**config.mk**
```make
export PLATFORM = sky130hd
export DESIGN_NAME = spm_device_flat
export DESIGN_NICKNAME = d
export VERILOG_FILES = /design/src/spm_pkg.sv /design/src/spm_link_if.sv /design/src/spm_sync.sv /design/src/spm_device.sv /design/src/flat_wrapper.sv
export SDC_FILE = /design/constraint.sdc
export NUM_CORES = 1
export LEC_CHECK = 0
export BUFFER_PORTS_ARGS = -buffer_cell sky130_fd_sc_hd__buf_4
export CORE_AREA = 3 3 119 121
export DETAILED_ROUTE_END_ITERATION = 8
export DIE_AREA = 0 0 122 124
export HOLD_SLACK_MARGIN = 0.15
export SLEW_MARGIN = 0
export SYNTH_ARGS = -nofsm -noshare
export SYNTH_HDL_FRONTEND = slang
export SYNTH_SLANG_ARGS = --single-unit
```
**constraint.sdc**
```tcl
create_clock -name pclk -period 3.2 [get_ports pclk]
set_input_delay 0.32 -clock pclk [delete_from_list [all_inputs] [get_ports pclk]]
set_output_delay 0.32 -clock pclk [all_outputs]
set_load 0.1 [all_outputs]
```
**src/spm_pkg.sv**
```systemverilog
// How it works
// - Select codes 0-3 pick oscillator, references, aux detector
// - Codes 4-6 pick main detector, loop-back, test
// - Fractionality clear: main modulator runs 18 bits
// - Fractionality set: main modulator runs 10 bits
// - Aux power-down flag powers the aux synthesizer down
// - Aux mode flag selects integer-N for aux
// - No special power-up ordering is needed
// - Tri-state flag releases the select output pin
// - Chip-select length sets sample width 2-12
// - Offset applies to main synthesizer only
// - Magnitude m scales each sample by 2^m, with m held at 13 at most
// - Address-disable clear: 16-bit addressed transfers
// - Address-disable set: bare 2-12 bit samples
// - Samples accepted on either data pin
// - Latch on detector fall, forward next fall
// - Samples are two's complement signed
// - Sample is magnitude-scaled, then output as the main offset
// - Address then data, sampled on serial rise
// - Host may skip low dividend in 10-bit
package spm_pkg;
	// Link word layout
	localparam int           FRAME_BITS    = 16;
	localparam int           DATA_BITS     = 12;
	localparam int           SAMPLE_MIN    = 2;
	localparam int           SAMPLE_MAX    = 12;
	localparam logic [3:0]   ADDR_PWR_MUX  = 4'h5;
	localparam logic [3:0]   ADDR_MOD_CTRL = 4'h6;
	localparam logic [3:0]   ADDR_MOD_DATA = 4'h7;
	// Power and output select fields
	localparam int           PM_TEN_BIT    = 3;
	localparam int           PM_AUX_PD     = 4;
	localparam int           PM_AUX_INT    = 5;
	localparam int           PM_SEL_LO     = 6;
	localparam int           PM_SEL_HI     = 8;
	localparam int           PM_TRISTATE   = 9;
	// Modulation control fields
	localparam int           MC_MAG_HI     = 3;
	localparam int           MC_ADDR_DIS   = 4;
	localparam logic [3:0]   MAG_MAX       = 4'h000d;
	localparam int           OFFSET_BITS   = 25;
	// Modulator widths
	localparam logic [4:0]   DSM_WIDTH_FULL = 5'h0012;
	localparam logic [4:0]   DSM_WIDTH_TEN  = 5'h000a;
	// Reset values
	localparam logic [11:0]  PWR_MUX_RESET  = 12'h0000;
	localparam logic [11:0]  MOD_CTRL_RESET = 12'h0000;
	// Host register map
	localparam logic [11:0]  HOST_CMD_OFS    = 12'h0000;
	localparam logic [11:0]  HOST_STATUS_OFS = 12'h0004;
	localparam int           CMD_LEN_LO      = 16;
	localparam int           CMD_LEN_HI      = 20;
	localparam int           CMD_MODPIN      = 24;
	// Timing
	localparam int           CLK_PERIOD_NS  = 10;
	localparam int           LINK_PERIOD_NS = 160;
	localparam int           HALF_CYC       = LINK_PERIOD_NS / 2 / CLK_PERIOD_NS;
	localparam logic [3:0]   HALF_LAST      = 4'(HALF_CYC - 1);

	// Mux select codes
	typedef enum logic [2:0] {
		SEL_REF_OSC, SEL_REF_AUX, SEL_REF_MAIN, SEL_PD_AUX,
		SEL_PD_MAIN, SEL_LOOPBACK, SEL_TEST, SEL_UNUSED
	} spm_sel_e;
endpackage

```
**src/spm_link_if.sv**
```systemverilog
`timescale 1ns/1ns
// Three-wire write port plus alternate sample pin and the select output pin
interface spm_link_if;
	logic sclk;
	logic csn;
	logic sdata;
	logic mod_in;
	logic mux_out;
	logic mux_out_oe;

	modport device (input sclk, csn, sdata, mod_in, output mux_out, mux_out_oe);
	modport host   (output sclk, csn, sdata, mod_in, input mux_out, mux_out_oe);
endinterface

```
**src/spm_sync.sv**
```systemverilog
`timescale 1ns/1ns
// Two-flop synchroniser for a group of independent levels
module spm_sync #(
	parameter int W = 1
) (
	input  wire logic         pclk,
	input  wire logic         presetn,
	input  wire logic [W-1:0] async_in,
	output logic      [W-1:0] sync_out
);
	logic [W-1:0] meta;

	// First stage feeds only the second stage
	always_ff @(posedge pclk or negedge presetn)
	begin
		if (!presetn)
		begin
			meta     <= '0;
			sync_out <= '0;
		end
		else
		begin
			meta     <= async_in;
			sync_out <= meta;
		end
	end
endmodule

```
**src/spm_device.sv**
```systemverilog
// Implementation choices: the APB slave port and the register offsets.
`timescale 1ns/1ns
// Device end: serial register writes, select output, modulation unit
module spm_device
	import spm_pkg::*;
(
	input  wire logic                   pclk,
	input  wire logic                   presetn,
	spm_link_if.device                  link,
	input  wire logic                   ref_osc,
	input  wire logic                   ref_aux,
	input  wire logic                   ref_main,
	input  wire logic                   aux_phase_detector_clock,
	input  wire logic                   main_phase_detector_clock,
	output logic                        aux_power_down,
	output logic                        aux_integer_mode,
	output logic                        main_dsm_ten_bit,
	output logic [4:0]                  main_dsm_width,
	output logic signed [OFFSET_BITS-1:0] main_mod_offset,
	output logic                        main_mod_strobe
);
	// Sign-extend the low n bits of a sample to full width
	function automatic logic signed [DATA_BITS-1:0] sext(
		input logic [DATA_BITS-1:0] v,
		input logic [4:0]           n
	);
		logic [3:0]                  sh;
		logic signed [DATA_BITS-1:0] t;
		sh = 4'(DATA_BITS - 32'(n));
		t  = $signed(v << sh);
		return t >>> sh;
	endfunction

	// Scale a signed sample by 2^m, m held to its top value
	function automatic logic signed [OFFSET_BITS-1:0] scale(
		input logic signed [DATA_BITS-1:0] s,
		input logic [3:0]                  m
	);
		logic [3:0]                    mm;
		logic signed [OFFSET_BITS-1:0] w;
		mm = (m > MAG_MAX) ? MAG_MAX : m;
		w  = {{(OFFSET_BITS-DATA_BITS){s[DATA_BITS-1]}}, s};
		return w <<< mm;
	endfunction

	// Synchronised pins
	logic [8:0] sync_q;
	logic       s_sclk;
	logic       s_csn;
	logic       s_data;
	logic       s_mod;
	logic       s_ref_osc;
	logic       s_ref_aux;
	logic       s_ref_main;
	logic       s_pd_aux;
	logic       s_pd_main;

	spm_sync #(.W(9)) u_sync (
		.pclk     (pclk),
		.presetn  (presetn),
		.async_in ({link.sclk, link.csn, link.sdata, link.mod_in, ref_osc, ref_aux,
		            ref_main, aux_phase_detector_clock, main_phase_detector_clock}),
		.sync_out (sync_q)
	);

	assign {s_sclk, s_csn, s_data, s_mod, s_ref_osc, s_ref_aux,
	        s_ref_main, s_pd_aux, s_pd_main} = sync_q;

	// Registered state
	logic                        sclk_q;
	logic                        csn_q;
	logic                        pd_main_q;
	logic [FRAME_BITS-1:0]       shift;
	logic [4:0]                  bit_cnt;
	logic [DATA_BITS-1:0]        pwr_mux;
	logic [DATA_BITS-1:0]        mod_ctrl;
	logic signed [DATA_BITS-1:0] pend_sample;
	logic                        pend_valid;
	logic signed [DATA_BITS-1:0] unit_sample;
	logic                        unit_valid;

	// Edge and frame decode
	logic       sclk_rise;
	logic       frame_end;
	logic       pd_fall;
	logic       serial_bit;
	logic       addr_dis;
	logic       addressed;
	logic       bare_sample;
	logic [3:0] frame_addr;
	logic       wr_pwr;
	logic       wr_ctrl;
	logic       wr_data;

	assign sclk_rise   = s_sclk && !sclk_q && !s_csn;
	assign frame_end   = s_csn && !csn_q;
	assign pd_fall     = !s_pd_main && pd_main_q;
	assign serial_bit  = s_data | s_mod;
	assign addr_dis    = mod_ctrl[MC_ADDR_DIS];
	assign addressed   = frame_end && (bit_cnt == 5'(FRAME_BITS));
	assign bare_sample = frame_end && addr_dis && (bit_cnt >= 5'(SAMPLE_MIN))
	                     && (bit_cnt <= 5'(SAMPLE_MAX));
	assign frame_addr  = shift[FRAME_BITS-1:DATA_BITS];
	assign wr_pwr      = addressed && (frame_addr == ADDR_PWR_MUX);
	assign wr_ctrl     = addressed && (frame_addr == ADDR_MOD_CTRL);
	assign wr_data     = addressed && (frame_addr == ADDR_MOD_DATA);

	// Select output source
	logic next_mux_out;
	always_comb
	begin
		unique case (spm_sel_e'(pwr_mux[PM_SEL_HI:PM_SEL_LO]))
			SEL_REF_OSC:  next_mux_out = s_ref_osc;
			SEL_REF_AUX:  next_mux_out = s_ref_aux;
			SEL_REF_MAIN: next_mux_out = s_ref_main;
			SEL_PD_AUX:   next_mux_out = s_pd_aux;
			SEL_PD_MAIN:  next_mux_out = s_pd_main;
			SEL_LOOPBACK: next_mux_out = serial_bit;
			SEL_TEST:     next_mux_out = sclk_rise;
			SEL_UNUSED:   next_mux_out = 1'b0;
		endcase
	end

	// Edge history and bit shifter
	always_ff @(posedge pclk or negedge presetn)
	begin
		if (!presetn)
		begin
			sclk_q    <= 1'b0;
			csn_q     <= 1'b1;
			pd_main_q <= 1'b0;
			shift     <= '0;
			bit_cnt   <= '0;
		end
		else
		begin
			sclk_q    <= s_sclk;
			csn_q     <= s_csn;
			pd_main_q <= s_pd_main;
			if (sclk_rise)
			begin
				shift   <= {shift[FRAME_BITS-2:0], serial_bit};
				bit_cnt <= (bit_cnt == 5'h001f) ? bit_cnt : bit_cnt + 5'h0001;
			end
			else if (frame_end)
				bit_cnt <= '0;
		end
	end

	// Control registers, zero from reset so no power-up ordering matters
	always_ff @(posedge pclk or negedge presetn)
	begin
		if (!presetn)
		begin
			pwr_mux  <= PWR_MUX_RESET;
			mod_ctrl <= MOD_CTRL_RESET;
		end
		else
		begin
			if (wr_pwr)
				pwr_mux <= shift[DATA_BITS-1:0];
			if (wr_ctrl)
				mod_ctrl <= shift[DATA_BITS-1:0];
		end
	end

	// Modulation unit: written sample, then unit stage, then main modulator
	always_ff @(posedge pclk or negedge presetn)
	begin
		if (!presetn)
		begin
			pend_sample     <= '0;
			pend_valid      <= 1'b0;
			unit_sample     <= '0;
			unit_valid      <= 1'b0;
			main_mod_offset <= '0;
			main_mod_strobe <= 1'b0;
		end
		else
		begin
			main_mod_strobe <= 1'b0;
			if (pd_fall)
			begin
				unit_valid <= pend_valid;
				if (pend_valid)
					unit_sample <= pend_sample;
				if (unit_valid)
				begin
					main_mod_offset <= scale(unit_sample,
					                         mod_ctrl[MC_MAG_HI:0]);
					main_mod_strobe <= 1'b1;
				end
			end
			// A fresh write wins over the hand-off in the same cycle
			if (wr_data)
			begin
				pend_sample <= $signed(shift[DATA_BITS-1:0]);
				pend_valid  <= 1'b1;
			end
			else if (bare_sample)
			begin
				pend_sample <= sext(shift[DATA_BITS-1:0], bit_cnt);
				pend_valid  <= 1'b1;
			end
			else if (pd_fall)
				pend_valid <= 1'b0;
		end
	end

	// Registered outputs
	always_ff @(posedge pclk or negedge presetn)
	begin
		if (!presetn)
		begin
			link.mux_out     <= 1'b0;
			link.mux_out_oe  <= 1'b0;
			aux_power_down   <= 1'b0;
			aux_integer_mode <= 1'b0;
			main_dsm_ten_bit <= 1'b0;
			main_dsm_width   <= DSM_WIDTH_FULL;
		end
		else
		begin
			link.mux_out     <= next_mux_out;
			link.mux_out_oe  <= !pwr_mux[PM_TRISTATE];
			aux_power_down   <= pwr_mux[PM_AUX_PD];
			aux_integer_mode <= pwr_mux[PM_AUX_INT];
			main_dsm_ten_bit <= pwr_mux[PM_TEN_BIT];
			main_dsm_width   <= pwr_mux[PM_TEN_BIT] ? DSM_WIDTH_TEN
			                                        : DSM_WIDTH_FULL;
		end
	end
endmodule

```
**src/flat_wrapper.sv**
```systemverilog
// flat-port wrapper written by rule: the top's interface ports become plain ports
module spm_device_flat import spm_pkg::*;
  (pclk, presetn, ref_osc, ref_aux, ref_main, aux_phase_detector_clock, main_phase_detector_clock, aux_power_down, aux_integer_mode, main_dsm_ten_bit, main_dsm_width, main_mod_offset, main_mod_strobe, link_sclk, link_csn, link_sdata, link_mod_in, link_mux_out, link_mux_out_oe);
  spm_link_if link_i ();
  input  wire logic pclk;
  input  wire logic presetn;
  input  wire logic ref_osc;
  input  wire logic ref_aux;
  input  wire logic ref_main;
  input  wire logic aux_phase_detector_clock;
  input  wire logic main_phase_detector_clock;
  output logic aux_power_down;
  output logic aux_integer_mode;
  output logic main_dsm_ten_bit;
  output logic [4:0] main_dsm_width;
  output logic signed [OFFSET_BITS-1:0] main_mod_offset;
  output logic main_mod_strobe;
  input wire logic [$bits(link_i.sclk)-1:0] link_sclk;
  input wire logic [$bits(link_i.csn)-1:0] link_csn;
  input wire logic [$bits(link_i.sdata)-1:0] link_sdata;
  input wire logic [$bits(link_i.mod_in)-1:0] link_mod_in;
  output wire logic [$bits(link_i.mux_out)-1:0] link_mux_out;
  output wire logic [$bits(link_i.mux_out_oe)-1:0] link_mux_out_oe;
  assign link_i.sclk = link_sclk;
  assign link_i.csn = link_csn;
  assign link_i.sdata = link_sdata;
  assign link_i.mod_in = link_mod_in;
  assign link_mux_out = link_i.mux_out;
  assign link_mux_out_oe = link_i.mux_out_oe;
  spm_device u_core (.pclk(pclk), .presetn(presetn), .link(link_i), .ref_osc(ref_osc), .ref_aux(ref_aux), .ref_main(ref_main), .aux_phase_detector_clock(aux_phase_detector_clock), .main_phase_detector_clock(main_phase_detector_clock), .aux_power_down(aux_power_down), .aux_integer_mode(aux_integer_mode), .main_dsm_ten_bit(main_dsm_ten_bit), .main_dsm_width(main_dsm_width), .main_mod_offset(main_mod_offset), .main_mod_strobe(main_mod_strobe));
endmodule
```
Word level (Yosys, flattened, before mapping). Cells that the tools add are included.

Register bits: 119. Input bits: 11. Output and inout port bits: 36. Word-level logic and storage cells: 79.

Add/sub/neg operators: 2. $lt $le $gt $ge: 3. Eq/ne operators: 13. Shift-type cells: 3. Muxes and demuxes: 13. Bitwise gates (word level): 1. Reductions and logical operators: 23.

Operator list (number): 12-bit by 4-bit <<< shifter with 25-bit output (1); 12-bit 2-to-1 mux (2); 5-bit 2-to-1 mux (4); 3-bit == test, second input constant (4); 4-bit by 3-bit == test with 1-bit output, second input constant (3); 12-bit by 4-bit left shift with 12-bit output (1); 12-bit by 4-bit >>> shifter with 12-bit output (1); 1-bit logical AND (11); 5-bit == test, second input constant (2); 1-bit case mux with 8 select lines (1); 3-bit by 2-bit == test with 1-bit output, second input constant (2); 2-bit AND reduction (3); 5-bit by 1-bit adder with 5-bit output, second input constant (1); 5-bit by 2-bit greater-or-equal comparator with 1-bit output, second input constant (1); 5-bit by 4-bit less-or-equal comparator with 1-bit output, second input constant (1); 1-bit logical NOT (5); 1-bit 2-to-1 mux (5); 4-bit > comparator, second input constant (1); 4-bit 2-to-1 mux (1); 2-bit nonzero test (2); 4-bit subtractor, first input constant (1); 3-bit by 1-bit == test with 1-bit output, second input constant (1); 3-bit logical NOT (1); 3-bit nonzero test (1); other kinds (2) (2).

Depth between registers and ports, before layout. Gate-level depths: netlist of the first run.

Word-level depth: 7. Gate-level depth with buffers: 12. Depth with buffers taken out: 8.

Cells and area by module. From an unflattened synthesis of the first run, not the netlist that was laid out.

Cells, all modules: 493. Area, all modules: 5489.0 um^2.

Modules (own cells, without submodules): spm_device (instances 1, cells an instance 475, area an instance 5038.6 um^2, seq. area each 2354.8 um^2); spm_sync (instances 1, cells an instance 18, area an instance 450.4 um^2, seq. area each 450.4 um^2).

Worst setup path before layout of the first run. Ideal clock, no wire load.

Path type: flip-flop to flip-flop. Start point: reg u_core.bit_cnt[0]. End point: reg u_core.pend_sample[6]. Setup time: 0.147 ns. Arrival: 2.566 ns. Required time: 3.053 ns. Slack: 0.487 ns. Stages on the path, launching flop included: 12. Path buffers: 3. Clock period less this slack: 2.713 ns. Path through: dfrtp_1 > buf_4 > inv_1 > buf_2 > ha_1 > buf_2 > mux2_2 > mux4_2 > and3_1 > a21oi_1 > a21o_1 > a41oi_1.

Cells in the longest elaborated chain, start to end: 5. Elaborated cells on any way between the ends: 13. Classes of those cells: 1 x add/sub; 2 x order compare; 1 x eq/ne; 2 x shift; 2 x mux; 5 x reduce/logical.

RTL lines: from (decl) (RTL line spm_device.sv:74) `logic [4:0] bit_cnt;`; from (signal assigned) (RTL line spm_device.sv:143) `bit_cnt <= (bit_cnt == 5'h001f) ? bit_cnt : bit_cnt + 5'h0001;`; 4-bit subtractor (RTL line spm_device.sv:29) `sh = 4'(DATA_BITS - 32'(n));`; 12-bit by 4-bit left shift with 12-bit output (RTL line spm_device.sv:30) `t = $signed(v << sh);`; 12-bit by 4-bit >>> shifter with 12-bit output (RTL line spm_device.sv:31) `return t >>> sh;`; 12-bit 2-to-1 mux (RTL line spm_device.sv:200) `else if (bare_sample)`; 12-bit 2-to-1 mux (RTL line spm_device.sv:195) `if (wr_data)`; to (signal assigned) (RTL line spm_device.sv:197) `pend_sample <= $signed(shift[DATA_BITS-1:0]);`; to (signal assigned) (RTL line spm_device.sv:202) `pend_sample <= sext(shift[DATA_BITS-1:0], bit_cnt);`; to (decl) (RTL line spm_device.sv:77) `logic signed [DATA_BITS-1:0] pend_sample;`.

Parallel ways exist; a longest one is shown, timed or not. The select of a mux whose other input is x is not followed. A chain may end at the register's enable or synchronous reset.

Worst setup path after layout of the first run.
Start point: reg u_core.bit_cnt[1]. End point: reg u_core.pend_sample[0].

Same word-level chain as after synthesis.

==> results of run 1 <==
[registers in the layout, indices dropped and copies added (netlist names)]
| register | count |
|---|---|
| u_core.pwr_mux | 7 |
| u_core.pd_main_q | 1 |
| u_core.unit_valid | 1 |
| u_core.pend_valid | 1 |
| u_core.sclk_q | 1 |
| u_core.u_sync.meta | 9 |
| u_core.u_sync.sync_out | 9 |
| u_core.csn_q | 1 |
| u_core.link.mux_out_oe | 1 |
| u_core.shift | 16 |
| u_core.pend_sample | 12 |
| u_core.main_dsm_width | 2 |
| u_core.main_mod_offset | 25 |
| u_core.mod_ctrl | 5 |
| u_core.aux_integer_mode | 1 |
| u_core.aux_power_down | 1 |
| u_core.bit_cnt | 5 |
| u_core.main_mod_strobe | 1 |
| u_core.unit_sample | 12 |
| u_core.link.mux_out | 1 |
[metrics by stage]
step           hold WS, ns  instance area [µm²]  utilization, %  total power, µW  worst slack [ns]
2_1_floorplan       0.0244                 5860               -             2110             0.487
3_3_place_gp         0.333                 6340            48.1             2330             0.223
3_5_place_dp         0.336                 6340            48.1             2330             0.115
4_1_cts              0.354                 6760            51.2             3520            0.0880
5_1_grt              0.358                 6770            51.3             3660            0.0176
6_report             0.352                 6770            51.3             3500             0.297
[cell type report]
| class | count | area, µm² | share of cell area (%) |
|---|---|---|---|
| clock buffer | 10 | 229 | 3.38 |
| clock inverter | 6 | 87.6 | 1.29 |
| inverter | 9 | 33.8 | 0.499 |
| multi-input combinational | 354 | 2810 | 41.6 |
| sequential | 112 | 2810 | 41.4 |
| tap | 176 | 220 | 3.25 |
| timing repair buffer | 72 | 578 | 8.54 |
[how the worst max path moves through the flow]
stage                           start                     to  slack (ns)
global placement    u_core.bit_cnt[1]  u_core.pend_sample[8]        0.22
global route        u_core.bit_cnt[1]  u_core.pend_sample[0]        0.02
finish              u_core.bit_cnt[1]  u_core.pend_sample[0]        0.30
floorplan           u_core.bit_cnt[0]  u_core.pend_sample[6]        0.49
detailed placement  u_core.bit_cnt[1]  u_core.pend_sample[0]        0.12
CTS                 u_core.bit_cnt[1]  u_core.pend_sample[0]        0.09
[layout by cell type (no fill, tap or decap), drive strengths merged, types with 4 or more instances in the layout]
| master | instances |
|---|---|
| dfrtp | 110 |
| buf | 62 |
| mux2 | 52 |
| nand2 | 50 |
| o21ai | 30 |
| mux2i | 22 |
| nor2 | 22 |
| a21oi | 18 |
| mux4 | 16 |
| dlygate4sd3 | 10 |
| nand3 | 10 |
| clkbuf | 10 |
| inv | 10 |
| a21o | 9 |
| o31ai | 9 |
| a211oi | 9 |
| o211ai | 9 |
| a31oi | 8 |
| nor2b | 6 |
| and2 | 6 |
| and3 | 5 |
| nand2b | 5 |
| nand4 | 5 |
| a22o | 5 |
| xnor2 | 4 |
| clkinv | 4 |
[metal layers]
metal  vias up  wire, µm
met1      2073      5760
met2       114      6450
met4         0       323
met3        25       565
li1       1979         -
met5         -         0
[power by group]
part           total, µW  internal [µW]  switching [µW]
clock network       1170            628             540
logic                686            314             372
registers           1650           1480             164
[logic make-up after synthesis]
group,share of synthesized area (%)
xor gates and xnor gates,1.37
and+or+nand+nor,10.8
adders and majority gates,0.641
other,0.128
DFF,47.9
AOI/OAI and AO/OA,15.0
muxes,19.9
buffers and inverters,4.21
[what timing repair did]
| item | CTS | global route |
|---|---|---|
| endpoints found under the hold margin | 58 | 0 |
| hold buffers | 10 | 0 |
| endpoints found under the setup margin | 0 | 9 |
| resized for setup | 0 | 1 |
| setup buffers | 0 | 1 |
==> results.py, run 1 <==
metrics = {
    "critical_path": {
        "cp.arrival_ns": 3.19,
        "cp_num_buf_inv": 2,
        "startpoint_type": "register",
        "rrSetupSlack_ns": 0.30,
        "r2r-start": "u_core.bit_cnt[1]",
        "max_stage_delay_ns": 0.51,
        "crit_slowest_cell": "dfrtp_1",
        "crit_family": "multiplexers",
        "crit_fanout": 16,
        "cp_cell_sequence": "inv_1, ha_2, buf_4, mux4_2, and2_1, o21ai_1, and2_1, mux4_2, o21ai_1",
        "crit_type": "reg -> reg",
        "cp.required_ns": 3.48,
        "regToRegEndpoint": "u_core.pend_sample[0]",
        "endpoint_kind": "register",
        "path_depth": 9,
        "ff2ff_path_depth": 9,
    },
    "cts": {
        "clkTransAtPathRegs_ns": 0.08,
        "cts_buffer_depth": 2,
        "ctsHtreeMaxLevel": 3,
        "root_buffer": "clkbuf_16",
        "cts_tree": "done",
        "cts.sinks": 112,
        "cts_buffers": 9,
        "clk-insertion-delay-late_ns": 0.36,
    },
    "yosys": {
        "yosys_most_used_dff": "dfrtp_1",
        "ys_types": 70,
        "yosys_register_bits": 112,
        "yosys.area.top_type_share_pct": 47.0,
        "synthTopCellsByArea": "dfrtp_1 47%, mux2_2 10%, mux4_2 6.2%",
        "synth-async-reset-ratio_pct": 100,
        "synth-edff-count": 0,
        "synth_commonest_cells": "110 x dfrtp_1, 52 x mux2_2, 50 x nand2_1, 26 x o21ai_0",
        "yosysWarnings": 0,
        "syn-cell-area_um2": 5850,
        "ys_seq_area_share_pct": 47.9,
        "netlist_instances": 516,
        "syn-mean-instance-area_um2": 11.3,
        "synth_most_common_cell": "dfrtp_1",
        "synth_top_cell_by_area": "dfrtp_1",
    },
    "place": {
        "port_buffers": 43,
        "place_hpwl_mm": 9.17,
        "dp.cells": 712,
        "gp_congestion": 0.939,
    },
    "min_path": {
        "hold_path_startpoint": "u_core.u_sync.meta[2]",
        "hold_path_depth": 0,
        "hold_end": "u_core.u_sync.sync_out[2]",
        "hold_class": "reg -> reg",
    },
    "timing": {
        "relSlewSlack_pct": 49.4,
        "hold_viol": 0,
        "setup_viol": 0,
        "worst_slew_pin_slew_ns": 0.757,
        "tns_ns": 0,
        "max_freq_mhz": 345,
        "finalCritPeriodShare_pct": 90.7,
        "finalCriticalPeriod_ns": 2.90,
        "slew_violations": 0,
        "worst_clock_skew_ns": 0.00994,
        "rsz0062_at_grt": "false",
    },
    "global_routing": {
        "grt_max_degree": 53,
        "grt_pass1_vias": 4046,
        "busiest_layer": "met2",
        "use_met1_pct": 24.5,
        "use_met2_pct": 30.1,
        "track_usage_pct": 18.5,
        "grt_pass1_wl_mm": 21.9,
        "grtUsageMet3_pct": 3.77,
        "antenna_found_initial": 0,
        "grt-ovfl-total": 0,
    },
    "floorplan": {
        "die_w_um": 122,
        "initial_core_util_pct": 44.4,
        "die_height_um": 124,
        "core_um2": 13200,
        "ios": 47,
        "row_count": 42,
        "dieArea_um2": 15100,
    },
    "pwr": {
        "vdd_drop_max_v": 0.000538,
        "power_density_nw_per_um2": 517,
        "leakagePower_uw": 0.00303,
    },
    "route": {
        "wl_mm": 13.1,
        "drtIter0Drc": 286,
        "dr.pass1.iters": 5,
        "drc_errors": 0,
        "wl_per_cell_um": 17.7,
        "vias": 4191,
        "vias_per_cell": 5.67,
        "postRouteAntennaNets": 0,
    },
    "final_layout": {
        "fin_nets": 572,
        "n_fill_cell": 1192,
        "syn2layout_area_growth_pct": 15.6,
        "layout-drive-gt1-share_pct": 28.4,
        "diodes": 0,
        "finalNonFillerCells": 739,
    },
    "flow_run": {
        "timing.max_cap.violations": 0,
    },
    "outcome": {
        "run_status": "finished, final reports clean",
    },
}
No activity file was read; power rests on OpenSTA's default activity.
==> run 2: changes to the inputs <==
--- a/config.mk
+++ b/config.mk
@@ -6,9 +6,9 @@
 export NUM_CORES = 1
 export LEC_CHECK = 0
 export BUFFER_PORTS_ARGS = -buffer_cell sky130_fd_sc_hd__buf_4
-export CORE_AREA = 3 3 119 121
+export CORE_AREA = 2 2 118 120
 export DETAILED_ROUTE_END_ITERATION = 8
-export DIE_AREA = 0 0 122 124
+export DIE_AREA = 0 0 120 122
 export HOLD_SLACK_MARGIN = 0.15
 export SLEW_MARGIN = 0
 export SYNTH_ARGS = -nofsm -noshare
==> run 2 against run 1 <==
Against the previous run:
- power down 1.2%
- die area fell by 3.2%
- wire length up 1.3%
- via count barely moved
- maximum frequency down 0.30%
- sequential share of layout area increased by 0.061 points
- first-iteration DRC count is 69% higher
- count of clock-buffer cells in the layout up 1
- clock skew down 0.0013 ns
- largest cell class unchanged
==> results.py, run 2 (same netlist as run 1, synthesis figures left out) <==
metrics = {
    "cts": {
        "cts.sinks": 112,
        "cts_buffer_depth": 2,
        "cts_buffers": 9,
        "ctsHtreeMaxLevel": 3,
        "cts_tree": "done",
        "root_buffer": "clkbuf_16",
        "clkTransAtPathRegs_ns": 0.08,
        "cts_resized": 0,
        "clk-insertion-delay-late_ns": 0.36,
    },
    "critical_path": {
        "cp_cell_sequence": "inv_1, ha_1, buf_4, mux4_2, and2_1, o21ai_1, and2_1, mux4_2, o211ai_2",
        "max_stage_delay_ns": 0.56,
        "crit_type": "reg -> reg",
        "cp.arrival_ns": 3.19,
        "endpoint_kind": "register",
        "worstSetupStartpoint": "u_core.bit_cnt[1]",
        "crit_fanout": 11,
        "cp.required_ns": 3.47,
        "crit_slowest_cell": "ha_1",
        "startpoint_type": "register",
        "r2r-start": "u_core.bit_cnt[1]",
    },
    "floorplan": {
        "die_height_um": 122,
        "core_um2": 13500,
        "die_w_um": 120,
        "initial_core_util_pct": 43.4,
        "ios": 47,
        "dieArea_um2": 14600,
        "row_count": 43,
    },
    "timing": {
        "hold_viol": 0,
        "max_freq_mhz": 343,
        "rsz0062_at_grt": "false",
        "slew_violations": 0,
        "setup_viol": 0,
        "worst_clock_skew_ns": 0.00863,
        "tns_ns": 0,
        "setup_ws_ns": 0.289,
        "worst_slew_pin_slew_ns": 0.850,
        "relSlewSlack_pct": 43.3,
        "hold_ws_ns": 0.352,
        "finalCritPeriodShare_pct": 91.0,
        "finalCriticalPeriod_ns": 2.91,
    },
    "global_routing": {
        "grt_pass1_wl_mm": 22.0,
        "grt_pass1_vias": 4142,
        "track_usage_pct": 19.4,
        "antenna_found_initial": 0,
        "grt_max_degree": 71,
        "grt-ovfl-total": 0,
    },
    "final_layout": {
        "layout_commonest_cell": "dfrtp_1",
        "syn2layout_area_growth_pct": 15.4,
        "largest_reg_flops": 25,
        "reg_top3": "u_core.main_mod_offset x25, u_core.shift x16",
        "layout-drive-gt1-share_pct": 28.5,
        "regMostFlops": "u_core.main_mod_offset",
        "diodes": 0,
        "fin_nets": 573,
        "final_cell_mix": "110 x dfrtp_1, 63 x buf_4, 52 x mux2_2",
    },
    "place": {
        "pre_cts_ws_ns": 0.235,
        "port_buffers": 43,
        "place_hpwl_mm": 9.47,
        "gp_congestion": 0.919,
    },
    "route": {
        "vias": 4194,
        "postRouteAntennaNets": 0,
        "vias_per_cell": 5.64,
        "wl_mm": 13.3,
        "dr.pass1.iters": 4,
        "wl_per_cell_um": 17.8,
        "drc_errors": 0,
        "drtIter0Drc": 482,
    },
    "pwr": {
        "leakagePower_uw": 0.00303,
        "vdd_drop_max_v": 0.000439,
        "power_density_nw_per_um2": 512,
    },
    "min_path": {
        "hold_path_startpoint": "u_core.u_sync.meta[6]",
        "hold_class": "reg -> reg",
    },
    "outcome": {
        "run_status": "finished, final reports clean",
    },
    "flow_run": {
        "timing.max_cap.violations": 0,
    },
}
-- run 2: repair_timing --
item                                    CTS  global route
hold endpoints to repair                 74             0
hold buffers                             10             0
setup buffers                             0             1
endpoints found under the setup margin    0             2
-- run 2: where the power goes --
group | switching (µW) | internal, µW | leakage (µW)
Clock | 539 | 595 | 0.000153
Combinational | 362 | 311 | 0.00139
Sequential | 168 | 1480 | 0.00148
-- run 2: cell type report --
class / instances / area (µm²)
Sequential cell: 112 / 2810
Inverter: 9 / 33.8
Timing Repair Buffer: 73 / 573
Fill cell: 1226 / 6750
Clock inverter: 5 / 56.3
Clock buffer: 11 / 253
Tap cell: 180 / 225
Multi-Input combinational cell: 354 / 2810
-- run 2: critical path, delay by kind of cell, from the launching register on --
| family | cells | cell delay (ns) |
|---|---|---|
| AO/OA/AOI/OAI | 2 | 0.27 |
| AND/OR/NAND/NOR | 2 | 0.34 |
| buffers and inverters | 2 | 0.42 |
| flip-flops | 1 | 0.52 |
| adder cells (fa/ha/maj) | 1 | 0.56 |
| multiplexers | 2 | 0.72 |
-- run 2: stage by stage --
step | power (µW) | instances | cell area (µm²) | utilization (%)
floorplan | 2110 | 517 | 5860 | -
global placement | 2330 | 717 | 6340 | 47.0
detailed placement | 2330 | 717 | 6340 | 47.0
CTS | 3490 | 743 | 6750 | 50.0
global route | 3640 | 744 | 6760 | 50.0
finish | 3460 | 744 | 6760 | 50.0
-- run 2: worst paths after layout --
| path | cells after the start | endpoint | slack [ns] |
|---|---|---|---|
| min in group asynchronous | 2 | u_core.main_mod_offset[6] | 0.62 |
| setup reg to reg | 9 | u_core.pend_sample[8] | 0.29 |
| max in group asynchronous | 3 | u_core.pend_sample[3] | 1.82 |
| hold reg to reg | 0 | u_core.u_sync.sync_out[6] | 0.35 |
| hold / removal | 0 | u_core.u_sync.sync_out[6] | 0.35 |
| setup / recovery | 9 | u_core.pend_sample[8] | 0.29 |
-- run 2: layer usage --
layer	vias up	wire length, µm	GRT usage [%]
li1	1992	-	-
met1	2071	5840	25.3
met2	107	6570	31.7
met3	24	576	4.03
met4	0	284	7.94
met5	-	0	0
